`config.mk`:
```
export PLATFORM = sky130hd
export DESIGN_NAME = rfc_cfg_regs
export DESIGN_NICKNAME = d
export VERILOG_FILES = /design/src/hw/rfc_pkg.sv /design/src/hw/rfc_cfg_regs.sv /design/src/hw/rfc_gs_apply.sv
export VERILOG_INCLUDE_DIRS = /design/src /design/src/hw
export SDC_FILE = /design/constraint.sdc
export NUM_CORES = 1
export LEC_CHECK = 0
export ABC_AREA = 1
export CAP_MARGIN = 20
export CORE_ASPECT_RATIO = 0.5
export CORE_MARGIN = 4
export CORE_UTILIZATION = 40
export CTS_BUF_LIST = sky130_fd_sc_hd__clkbuf_4 sky130_fd_sc_hd__clkbuf_8
export CTS_CLUSTER_SIZE = 10
export DETAILED_ROUTE_END_ITERATION = 16
export DONT_BUFFER_PORTS = 1
export GPL_ROUTABILITY_DRIVEN = 0
export MAX_ROUTING_LAYER = met4
export PLACE_DENSITY_LB_ADDON = 0.15
export RECOVER_POWER = 25
export SYNTH_ARGS = -nofsm -noshare
export SYNTH_HDL_FRONTEND = slang
export SYNTH_SLANG_ARGS = --single-unit
```
`constraint.sdc`:
```
create_clock -name clk_sys -period 2.15 [get_ports clk_sys]
set_clock_uncertainty 0.1 [all_clocks]
set_input_delay 0.43 -clock clk_sys [delete_from_list [all_inputs] [get_ports clk_sys]]
set_output_delay 0.43 -clock clk_sys [all_outputs]
set_load 0.005 [all_outputs]
```
`src/hw/rfc_defs.svh`:
```
`ifndef RFC_DEFS_SVH
`define RFC_DEFS_SVH
// ----------------------------------------
// register indices, byte address is four times the index
// ----------------------------------------
`define RFC_IDX_GS_OFF 6'h23
`define RFC_IDX_MOD_WIDTH 6'h24
`define RFC_IDX_TX_PHASE 6'h25
`define RFC_IDX_RF_CFG 6'h26
`define RFC_IDX_GS_ON 6'h27
// ----------------------------------------
// reset values
// ----------------------------------------
`define RFC_RST_GS_OFF 8'h88
`define RFC_RST_MOD_WIDTH 8'h26
`define RFC_RST_TX_PHASE 8'h87
`define RFC_RST_RF_CFG 8'h48
`define RFC_RST_GS_ON 8'h88
// ----------------------------------------
// field positions
// ----------------------------------------
`define RFC_CW_MSB 7
`define RFC_CW_LSB 4
`define RFC_MOD_MSB 3
`define RFC_MOD_LSB 0
`define RFC_DEMOD_BIT 7
`define RFC_TXPH_MSB 6
`define RFC_AMP_BIT 7
`define RFC_GAIN_MSB 6
`define RFC_GAIN_LSB 4
`define RFC_LVL_MSB 3
`define RFC_SC_LOW_MSB 2
// ----------------------------------------
// timing counts in carrier clocks, gain steps in dB
// ----------------------------------------
`define RFC_SC_PERIOD 5'h10
`define RFC_HALF_BIT 9'h040
`define RFC_GAIN_LO_DB 6'h12
`define RFC_GAIN_MID_DB 6'h17
`define RFC_GAIN_HI_DB 6'h21
`define RFC_GAIN_STEP_DB 6'h05
`endif

```
`src/hw/rfc_pkg.sv`:
```
package rfc_pkg;
   typedef logic [7:0] rfc_byte_t;
   typedef logic [3:0] rfc_nib_t;
   typedef logic [5:0] rfc_db_t;
   typedef enum logic {RFC_SC_LOW, RFC_SC_HIGH} rfc_sc_e;
   typedef enum logic {RFC_TX_IDLE, RFC_TX_EXTEND} rfc_tx_e;
endpackage

```
`src/hw/rfc_cfg_regs.sv`:
```
// Summary of operation
// - upper nibble of drive-off register sets carrier n-conductance, drivers off
// - lower nibble of drive-off register sets modulation n-conductance, drivers off
// - soft power-down forces each applied conductance nibble msb to one
// - drive-off values apply with drivers off or during load keying, else drive-on values
// - drive-off values are used for target load modulation
// - initiator miller pause lasts width plus one carrier periods, capped
// - target subcarrier low is width mod 8 plus one, high 16 minus
// - bit 7 of phase register takes demodulator clock from field
// - phase field adds carrier cycles to wait before transmission
// - phase delay aligns bits in passive 106k and card emulation
// - bit 7 of receiver register enables level detector amplifier
// - gain field: 18,23,18,23,33,38,43,48 dB
// - receiver low nibble sets level detector sensitivity
// - drive-on register supplies conductance with drivers on, resets 88h
//
// Register access over APB was left to the implementer.
`timescale 1ns/100ps
`include "rfc_defs.svh"
module rfc_cfg_regs #(
   parameter int ADDR_W = 8,
   parameter logic [8:0] HALF_BIT_CLKS = `RFC_HALF_BIT
) (
   // clock and reset
   input wire logic clk_sys,
   input wire logic resetn,
   // apb slave
   input wire logic psel,
   input wire logic penable,
   input wire logic pwrite,
   input wire logic [ADDR_W-1:0] paddr,
   input wire logic [31:0] pwdata,
   output logic [31:0] prdata,
   output logic pready,
   output logic pslverr,
   // driver state from transmitter control
   input wire logic driver_on,
   input wire logic soft_powerdown,
   input wire logic target_load_keying,
   // conductance to the n-driver
   output rfc_pkg::rfc_nib_t cw_n_conductance_applied,
   output rfc_pkg::rfc_nib_t mod_n_conductance_applied,
   // carrier timing
   input wire logic carrier_tick,
   input wire logic initiator_mode,
   input wire logic pause_req,
   output logic pause_active,
   input wire logic subcarrier_en,
   output logic subcarrier_level,
   input wire logic tx_wait_base_done,
   output logic tx_start,
   // static settings to analog and demodulator
   output logic [7:0] miller_pause_length,
   output logic demod_clock_from_field,
   output logic [6:0] transmit_wait_extension,
   output logic field_detector_amp_on,
   output logic [2:0] receiver_gain_select,
   output rfc_pkg::rfc_db_t receiver_gain_db,
   output rfc_pkg::rfc_nib_t field_detector_sensitivity
);
   import rfc_pkg::*;

   localparam int NREG = 5;
   localparam rfc_byte_t RST [NREG] = '{`RFC_RST_GS_OFF, `RFC_RST_MOD_WIDTH,
      `RFC_RST_TX_PHASE, `RFC_RST_RF_CFG, `RFC_RST_GS_ON};
   localparam logic [5:0] IDX [NREG] = '{`RFC_IDX_GS_OFF, `RFC_IDX_MOD_WIDTH,
      `RFC_IDX_TX_PHASE, `RFC_IDX_RF_CFG, `RFC_IDX_GS_ON};

   // the highest index needs six index bits above the byte lanes
   if (ADDR_W < 8) begin : g_bad_addr
      $error("ADDR_W must be at least 8");
   end
   if (HALF_BIT_CLKS == 9'h000) begin : g_bad_half
      $error("HALF_BIT_CLKS must be at least 1");
   end

   // ----------------------------------------
   // apb decode
   // ----------------------------------------
   wire addr_ok = paddr[1:0] == 2'h0;
   wire wr_acc = psel && penable && pwrite;
   wire rd_setup = psel && !penable && !pwrite;
   logic [NREG-1:0] sel;
   wire any_hit = |sel;
   rfc_byte_t reg_r [NREG];
   rfc_byte_t rd_acc [NREG+1];
   assign rd_acc[0] = 8'h00;

   // one storage word per register, plus its slice of the read mux
   genvar i;
   generate
      for (i = 0; i < NREG; i++) begin : g_reg
         assign sel[i] = addr_ok && paddr[ADDR_W-1:2] == (ADDR_W-2)'(IDX[i]);
         assign rd_acc[i+1] = rd_acc[i] | (sel[i] ? reg_r[i] : 8'h00);
         always_ff @(posedge clk_sys or negedge resetn) begin
            if (!resetn) begin
               reg_r[i] <= RST[i];
            end else if (wr_acc && sel[i]) begin
               reg_r[i] <= pwdata[7:0];
            end
         end
      end
   endgenerate

   wire rfc_byte_t n_driver_conductance_off = reg_r[0];
   wire rfc_byte_t modulation_width_ctrl = reg_r[1];
   wire rfc_byte_t transmit_phase_ctrl = reg_r[2];
   wire rfc_byte_t receiver_rf_config = reg_r[3];
   wire rfc_byte_t n_driver_conductance_on = reg_r[4];

   // zero-wait slave; read data is caught in the setup cycle
   assign pready = psel && penable;
   assign pslverr = psel && penable && !any_hit;

   logic [31:0] prdata_r;
   always_ff @(posedge clk_sys or negedge resetn) begin
      if (!resetn) begin
         prdata_r <= 32'h0000_0000;
      end else if (rd_setup) begin
         prdata_r <= {24'h00_0000, rd_acc[NREG]};
      end
   end
   assign prdata = prdata_r;

   // ----------------------------------------
   // static fields
   // ----------------------------------------
   assign miller_pause_length = modulation_width_ctrl;
   assign demod_clock_from_field = transmit_phase_ctrl[`RFC_DEMOD_BIT];
   assign transmit_wait_extension = transmit_phase_ctrl[`RFC_TXPH_MSB:0];
   assign field_detector_amp_on = receiver_rf_config[`RFC_AMP_BIT];
   assign receiver_gain_select = receiver_rf_config[`RFC_GAIN_MSB:`RFC_GAIN_LSB];
   assign field_detector_sensitivity = receiver_rf_config[`RFC_LVL_MSB:0];

   // bit 1 of the code is ignored in the lower half of the table
   wire rfc_db_t gain_step = `RFC_GAIN_STEP_DB * {4'h0, receiver_gain_select[1:0]};
   wire rfc_db_t gain_low = receiver_gain_select[0] ? `RFC_GAIN_MID_DB : `RFC_GAIN_LO_DB;
   wire rfc_db_t gain_db_nxt = receiver_gain_select[2] ?
      (`RFC_GAIN_HI_DB + gain_step) : gain_low;
   rfc_db_t gain_db_r;
   always_ff @(posedge clk_sys or negedge resetn) begin
      if (!resetn) begin
         gain_db_r <= `RFC_GAIN_HI_DB;
      end else begin
         gain_db_r <= gain_db_nxt;
      end
   end
   assign receiver_gain_db = gain_db_r;

   // ----------------------------------------
   // n-driver conductance
   // ----------------------------------------
   rfc_byte_t gs_applied;
   rfc_gs_apply u_gs_apply (
      .clk_sys(clk_sys),
      .resetn(resetn),
      .gs_off(n_driver_conductance_off),
      .gs_on(n_driver_conductance_on),
      .driver_on(driver_on),
      .soft_powerdown(soft_powerdown),
      .target_load_keying(target_load_keying),
      .gs_applied(gs_applied)
   );
   assign cw_n_conductance_applied = gs_applied[`RFC_CW_MSB:`RFC_CW_LSB];
   assign mod_n_conductance_applied = gs_applied[`RFC_MOD_MSB:`RFC_MOD_LSB];

   // ----------------------------------------
   // miller pause timer, initiator side
   // ----------------------------------------
   // width is latched at start, so a write mid-pause takes effect next pause
   wire [8:0] width_p1 = {1'b0, modulation_width_ctrl} + 9'h001;
   wire [8:0] pause_len = (width_p1 > HALF_BIT_CLKS) ? HALF_BIT_CLKS : width_p1;
   wire pause_start = initiator_mode && pause_req && !pause_active;
   logic pause_active_r;
   logic [8:0] pause_cnt_r;
   wire pause_last = pause_cnt_r == 9'h000;
   wire [8:0] pause_cnt_nxt = pause_start ? (pause_len - 9'h001) :
      (pause_cnt_r - 9'h001);

   always_ff @(posedge clk_sys or negedge resetn) begin
      if (!resetn) begin
         pause_active_r <= 1'b0;
         pause_cnt_r <= 9'h000;
      end else if (pause_start) begin
         pause_active_r <= 1'b1;
         pause_cnt_r <= pause_cnt_nxt;
      end else if (pause_active_r && carrier_tick) begin
         pause_active_r <= !pause_last;
         pause_cnt_r <= pause_last ? 9'h000 : pause_cnt_nxt;
      end
   end
   assign pause_active = pause_active_r;

   // ----------------------------------------
   // subcarrier duty cycle, target side
   // ----------------------------------------
   wire [3:0] sc_low_len = {1'b0, modulation_width_ctrl[`RFC_SC_LOW_MSB:0]} + 4'h1;
   wire [4:0] sc_high_w = `RFC_SC_PERIOD - {1'b0, sc_low_len};
   wire [3:0] sc_high_len = sc_high_w[3:0];
   rfc_sc_e sc_state_r;
   rfc_sc_e sc_state_nxt;
   logic [3:0] sc_cnt_r;
   logic [3:0] sc_cnt_nxt;
   wire [3:0] sc_phase_len = (sc_state_r == RFC_SC_LOW) ? sc_low_len : sc_high_len;
   wire sc_end = sc_cnt_r == (sc_phase_len - 4'h1);

   // each phase counts carrier ticks, then hands over to the other
   always_comb begin
      sc_state_nxt = sc_state_r;
      sc_cnt_nxt = sc_cnt_r;
      if (!subcarrier_en) begin
         sc_state_nxt = RFC_SC_LOW;
         sc_cnt_nxt = 4'h0;
      end else if (carrier_tick) begin
         sc_cnt_nxt = sc_end ? 4'h0 : sc_cnt_r + 4'h1;
         unique case (sc_state_r)
            RFC_SC_LOW: begin
               if (sc_end) sc_state_nxt = RFC_SC_HIGH;
            end
            RFC_SC_HIGH: begin
               if (sc_end) sc_state_nxt = RFC_SC_LOW;
            end
         endcase
      end
   end

   always_ff @(posedge clk_sys or negedge resetn) begin
      if (!resetn) begin
         sc_state_r <= RFC_SC_LOW;
         sc_cnt_r <= 4'h0;
      end else begin
         sc_state_r <= sc_state_nxt;
         sc_cnt_r <= sc_cnt_nxt;
      end
   end
   assign subcarrier_level = sc_state_r == RFC_SC_HIGH;

   // ----------------------------------------
   // transmit wait extension
   // ----------------------------------------
   // a base-done pulse during an extension is ignored, not queued
   rfc_tx_e tx_state_r;
   rfc_tx_e tx_state_nxt;
   logic [6:0] tx_cnt_r;
   logic [6:0] tx_cnt_nxt;
   logic tx_start_r;
   logic tx_start_nxt;

   always_comb begin
      tx_state_nxt = tx_state_r;
      tx_cnt_nxt = tx_cnt_r;
      tx_start_nxt = 1'b0;
      unique case (tx_state_r)
         RFC_TX_IDLE: begin
            if (tx_wait_base_done) begin
               tx_state_nxt = RFC_TX_EXTEND;
               tx_cnt_nxt = transmit_wait_extension;
            end
         end
         RFC_TX_EXTEND: begin
            if (tx_cnt_r == 7'h00) begin
               tx_state_nxt = RFC_TX_IDLE;
               tx_start_nxt = 1'b1;
            end else if (carrier_tick) begin
               tx_cnt_nxt = tx_cnt_r - 7'h01;
            end
         end
      endcase
   end

   always_ff @(posedge clk_sys or negedge resetn) begin
      if (!resetn) begin
         tx_state_r <= RFC_TX_IDLE;
         tx_cnt_r <= 7'h00;
         tx_start_r <= 1'b0;
      end else begin
         tx_state_r <= tx_state_nxt;
         tx_cnt_r <= tx_cnt_nxt;
         tx_start_r <= tx_start_nxt;
      end
   end
   assign tx_start = tx_start_r;

   // ----------------------------------------
   // assertion helpers
   // ----------------------------------------
   logic [8:0] hp_pause_ticks;
   logic [8:0] hp_pause_len;
   logic [3:0] hp_sc_ticks;
   logic [6:0] hp_tx_ticks;
   logic [6:0] hp_tx_len;
   always_ff @(posedge clk_sys or negedge resetn) begin
      if (!resetn) begin
         hp_pause_ticks <= 9'h000;
         hp_pause_len <= 9'h000;
         hp_sc_ticks <= 4'h0;
         hp_tx_ticks <= 7'h00;
         hp_tx_len <= 7'h00;
      end else begin
         if (pause_start) begin
            hp_pause_ticks <= 9'h000;
            hp_pause_len <= pause_len;
         end else if (pause_active_r && carrier_tick) begin
            hp_pause_ticks <= hp_pause_ticks + 9'h001;
         end
         if (!subcarrier_en || sc_state_nxt != sc_state_r) begin
            hp_sc_ticks <= 4'h0;
         end else if (carrier_tick) begin
            hp_sc_ticks <= hp_sc_ticks + 4'h1;
         end
         if (tx_state_r == RFC_TX_IDLE && tx_wait_base_done) begin
            hp_tx_ticks <= 7'h00;
            hp_tx_len <= transmit_wait_extension;
         end else if (tx_state_r == RFC_TX_EXTEND && carrier_tick && tx_cnt_r != 7'h00) begin
            hp_tx_ticks <= hp_tx_ticks + 7'h01;
         end
      end
   end
endmodule

```
`src/hw/rfc_gs_apply.sv`:
```
`timescale 1ns/100ps
`include "rfc_defs.svh"
module rfc_gs_apply (
   // clock and reset
   input wire logic clk_sys,
   input wire logic resetn,
   // stored conductance registers
   input rfc_pkg::rfc_byte_t gs_off,
   input rfc_pkg::rfc_byte_t gs_on,
   // driver state
   input wire logic driver_on,
   input wire logic soft_powerdown,
   input wire logic target_load_keying,
   // value handed to the n-driver, both nibbles
   output rfc_pkg::rfc_byte_t gs_applied
);
   import rfc_pkg::*;

   // ----------------------------------------
   // source selection and power-down forcing
   // ----------------------------------------
   // load keying uses the off set even if a driver is on
   wire use_off = !driver_on || target_load_keying;
   wire rfc_byte_t src = use_off ? gs_off : gs_on;
   // forcing touches only the driven copy, never the stored one
   wire rfc_byte_t pd_mask = {soft_powerdown, 3'h0, soft_powerdown, 3'h0};
   wire rfc_byte_t gs_nxt = src | pd_mask;

   // registered so the analog side never sees decode glitches
   always_ff @(posedge clk_sys or negedge resetn) begin
      if (!resetn) begin
         gs_applied <= `RFC_RST_GS_OFF;
      end else begin
         gs_applied <= gs_nxt;
      end
   end
endmodule

```
==> reports/results.env <==
YOSYSTOPAREACELL='sky130_fd_sc_hd__dfrtp_1'
SYNTHESIS.INSTANCES=596
VDD.IR_DROP.WORST_V=0.0003117
CP-ENDPOINT='pause_cnt_r[4]'
TIMING.FMAX_GHz=0.4318
CRIT_FANOUT=4
POST_SYNTH_TOP_AREA_SHARE=0.3678
FINALINSTANCEAREA_SQ_UM=5414
CLKLATENCYLATEPIN_NS=0.37
TOTALWIRELENGTH_MM=12.13
LAYOUT.CELLS.MOST_COMMON='sky130_fd_sc_hd__nand2_1'
REG2REG_SETUP_SLACK_NS=-0.17
TRITONCTS='built'
LAYOUT.CELLS.MOST_COMMON_LIST='sky130_fd_sc_hd__nand2_1, sky130_fd_sc_hd__dfrtp_1, sky130_fd_sc_hd__inv_1, sky130_fd_sc_hd__o21ai_0, sky130_fd_sc_hd__buf_4'
HOLDCRITPATHCLASS='in -> async'
YOSYS_REGISTER_BITS=86
GLOBALROUTETOTALUTIL=0.1876
NUMPORTBUFFERS=0
IOS=128
PLACEMENT_ROWS=27
RR_STARTPOINT='miller_pause_length[1]'
SYNTH_SEQ_AREA_SHARE=0.4630
REMAINING_DRC_ERRORS=0
CORE_AREA_SQ_UM=11220
CRITPATHCAPTURETYPE='register'
MULTIINPUTGATEAREA_SQ_UM=2195
R2R-END='pause_cnt_r[4]'
INITIAL_ANTENNA_VIOLATION_COUNT=0
FILL_CELLS=1122
CELLPOWERDENSITY_nW_PER_UM2=860.9
SYNTH.YOSYS.WARNINGS=0
ANT_NETS=0
CLOCK_SINK_COUNT=86
SYNTH.CELL_AREA_SQ_UM=4695
CLKTRANSATPATHREGS_NS=0.09
FAILED_CHECKS='negative hold slack, negative setup slack'
WORST_EP_REQUIRED_TIME_NS=2.31
LAYOUT-AREA-OVERHEAD-VS-SYNTH_PCT=15.33
VIAS_PER_CELL=4.925
DIE-AREA_SQ_UM=13640
NETS=694
WORSTREGTOREGCELLS=17
NETLIST_TOP_CELLS_AREA='sky130_fd_sc_hd__dfrtp_1, sky130_fd_sc_hd__nand2_1, sky130_fd_sc_hd__dfstp_2, sky130_fd_sc_hd__o21ai_0, sky130_fd_sc_hd__inv_1'
DETAIL_ROUTE.WL_PER_CELL_UM=15.19
AREA.SEQUENTIAL_SQ_UM=2173
FIN_CRIT_SH=1.077
CLOCKBUFFERDEPTH=2
MAX_CAP_VIOL_COUNT=0
FLOORPLAN.INITIALDENSITY=0.4186
NETLIST-CELL-TYPE-COUNT=42
FINALHOLDVIOLCOUNT=86
LEAKAGE_uW=0.002649
CRIT_PATH_START_KIND='register'
ASYNCSETRESETFLOPFRACSYNTH=1.000
WORST_EP_ARRIVAL_TIME_NS=2.48
SYNTH_FF_TYPE='sky130_fd_sc_hd__dfrtp_1'
OUTCOME='finished with violations'
PLACED_AREA_SQ_UM=5015
DETAILEDPLACEMENTHPWL_MM=8.947
CRITICAL_PATH.STARTPOINT='miller_pause_length[1]'
GRT_MAX_DEGREE=87
LAYOUT.CORE_UTILIZATION=0.4827
POST_SYNTH.CELL_AREA_AVG_SQ_UM=7.877
WORST_PATH_LARGEST_CELL_DELAY_NS=0.59
POST_ROUTE_CELLS_DRIVE_ABOVE_1_SHARE=0.2222
POST-PLACE-WS_NS=-0.1951
FIRST_PASS_GRT_WIRE_LENGTH_MM=19.80
CTS-HTREE-LEVELS=3
PLACEDCELLCOUNT=775
TIMING.FINAL.WS_SETUP_NS=-0.1661
TRITONCTS.NUM_BUFFERS=9
UNREPAIRED_SETUP_ENDPOINTS_AFTER_GLOBAL_ROUTING='true'
TIMING.FINAL.CRIT_PERIOD_NS=2.316
DIE-WIDTH_UM=161.2
TIMING_WORST_SETUP_PATH_TYPE='reg -> reg'
CRIT_PATH_TOP_DELAY_CELL='sky130_fd_sc_hd__dfstp_2'
REPORT.FINAL.SLEW_VIOL_COUNT=0
HOLD_WS_NS=-0.3600
NUMBER_OF_GLOBAL_ROUTE_VIAS_BEFORE_REPAIR=3675
NUMBER_OF_SYNTHESIZED_FLOPS_WITH_AN_ENABLE_PIN=0
ANTENNADIODECOUNT=0
DIE_H_UM=84.61
DRT_PRE_ANTENNA_ITERS=5
FINAL_CELLS=798
GRT_REMAINING_OVERFLOW=0
DETAIL_ROUTE.ITER0.VIOLATIONS=218
SETUP_VIOL_COUNT_FINAL=7
CTS_ROOT_BUFFER='sky130_fd_sc_hd__clkbuf_8'
VIAS=3930
CRITICAL_PATH.CELL_CHAIN='ha_4 -> nand2_4 -> inv_4 -> nand4_4 -> nand2_2 -> nand2_2 -> inv_2 -> nand2_4 -> nand3_2 -> nand2_1 -> o21ai_2 -> ha_2 -> nand3_4 -> inv_4 -> nor2_4 -> o21ai_2 -> nand2_1'
[timing repair]
item,4_1_cts,5_1_grt
setup endpoints to repair,11,18
gates resized for setup,16,27
endpoints found under the hold margin,86,86
pin swaps,11,21
buffers inserted,6,5
[cell usage after synthesis (2+ instances only)]
cell	count
sky130_fd_sc_hd__o21ai_0	73
sky130_fd_sc_hd__inv_1	72
sky130_fd_sc_hd__nand3_2	4
sky130_fd_sc_hd__clkbuf_1	10
sky130_fd_sc_hd__xor2_1	5
sky130_fd_sc_hd__a21oi_1	11
sky130_fd_sc_hd__buf_4	25
sky130_fd_sc_hd__nand2_2	7
sky130_fd_sc_hd__nor3_1	5
sky130_fd_sc_hd__nand4_2	2
sky130_fd_sc_hd__o211ai_1	3
sky130_fd_sc_hd__ha_1	7
sky130_fd_sc_hd__nor4_1	2
sky130_fd_sc_hd__buf_6	2
sky130_fd_sc_hd__nor2_2	5
sky130_fd_sc_hd__o31ai_1	3
sky130_fd_sc_hd__nand2_1	173
sky130_fd_sc_hd__o22ai_1	6
sky130_fd_sc_hd__dfstp_2	17
sky130_fd_sc_hd__a211oi_1	3
sky130_fd_sc_hd__a221oi_1	4
sky130_fd_sc_hd__o21ai_2	2
sky130_fd_sc_hd__inv_2	7
sky130_fd_sc_hd__xnor2_1	5
sky130_fd_sc_hd__nor2_1	27
sky130_fd_sc_hd__or2_2	3
sky130_fd_sc_hd__dfrtp_1	69
sky130_fd_sc_hd__nand4_1	6
sky130_fd_sc_hd__nand3_1	25
[state kept, by name (all words and copies together), names as in the netlist, 4 cells and up]
signal and count:
u_gs_apply.gs_applied 8, pause_cnt_r 9, n_driver_conductance_off 8, tx_cnt_r 7, receiver_rf_config 8, miller_pause_length 8, sc_cnt_r 4, n_driver_conductance_on 8
transmit_phase_ctrl 8, prdata 8, receiver_gain_db 6
[power by group]
| part | total (uW) | switching [uW] | internal [uW] |
|---|---|---|---|
| Combinational | 1430 | 861 | 569 |
| Clock | 1230 | 639 | 595 |
| Sequential | 2000 | 182 | 1820 |
| Total | 4660 | 1680 | 2980 |
[critical path: cells and delay by family, from the launching register on]
family | cells | cell delay (ns)
AO/OA/AOI/OAI | 2 | 0.19
buffers and inverters | 3 | 0.22
flip-flops | 1 | 0.59
AND/OR/NAND/NOR | 10 | 0.67
adder cells (fa/ha/maj) | 2 | 0.41
[logic make-up after synthesis]
logic type | count (synthesis) | share of synthesized area
AO/OA/AOI/OAI | 109 | 0.1314
XOR/XNOR | 10 | 0.01866
adder cells (fa/ha/maj) | 7 | 0.01866
buffers and inverters | 119 | 0.1191
flip-flops | 86 | 0.4630
multiplexers | 1 | 0.002132
other | 1 | 0.0007988
AND/OR/NAND/NOR | 263 | 0.2463
[per-stage QoR]
| step | setup TNS, ns | hold slack, ns | power [uW] |
|---|---|---|---|
| global placement | -1.123 | 0.03677 | 3236 |
| floorplan | -0.07239 | 0.03441 | 2958 |
| global route | -2.498 | -0.3946 | 4992 |
| detailed placement | -1.297 | 0.03626 | 3249 |
| finish | -0.8359 | -0.3600 | 4661 |
| CTS | -0.7157 | -0.3802 | 4588 |
[cell type report]
type,instances,area share
multi-input combinational,414,0.4054
sequential,86,0.4014
timing repair buffer,42,0.05963
inverter,81,0.05801
tap,159,0.03675
clock buffer,11,0.02681
clock inverter,5,0.01202
[worst min-delay path by stage]
| stage | end | from | slack, ns | depth (start not counted) |
|---|---|---|---|---|
| floorplan | miller_pause_length[0] | resetn | 0.03 | 0 |
| global placement | prdata[5] | resetn | 0.04 | 0 |
| detailed placement | prdata[5] | resetn | 0.04 | 0 |
| CTS | prdata[5] | resetn | -0.38 | 0 |
| global route | prdata[5] | resetn | -0.39 | 0 |
| finish | prdata[5] | resetn | -0.36 | 0 |
[metal layers]
layer / vias up / part of all wire / global-route usage
met1: 1864 / 0.48 / 0.2569
met5: - / 0 / -
li1: 1939 / - / -
met3: 10 / 0.069 / 0.05346
met4: 0 / 0.010 / 0.03947
met2: 117 / 0.44 / 0.2787
Power figures use the tool's default switching activity.
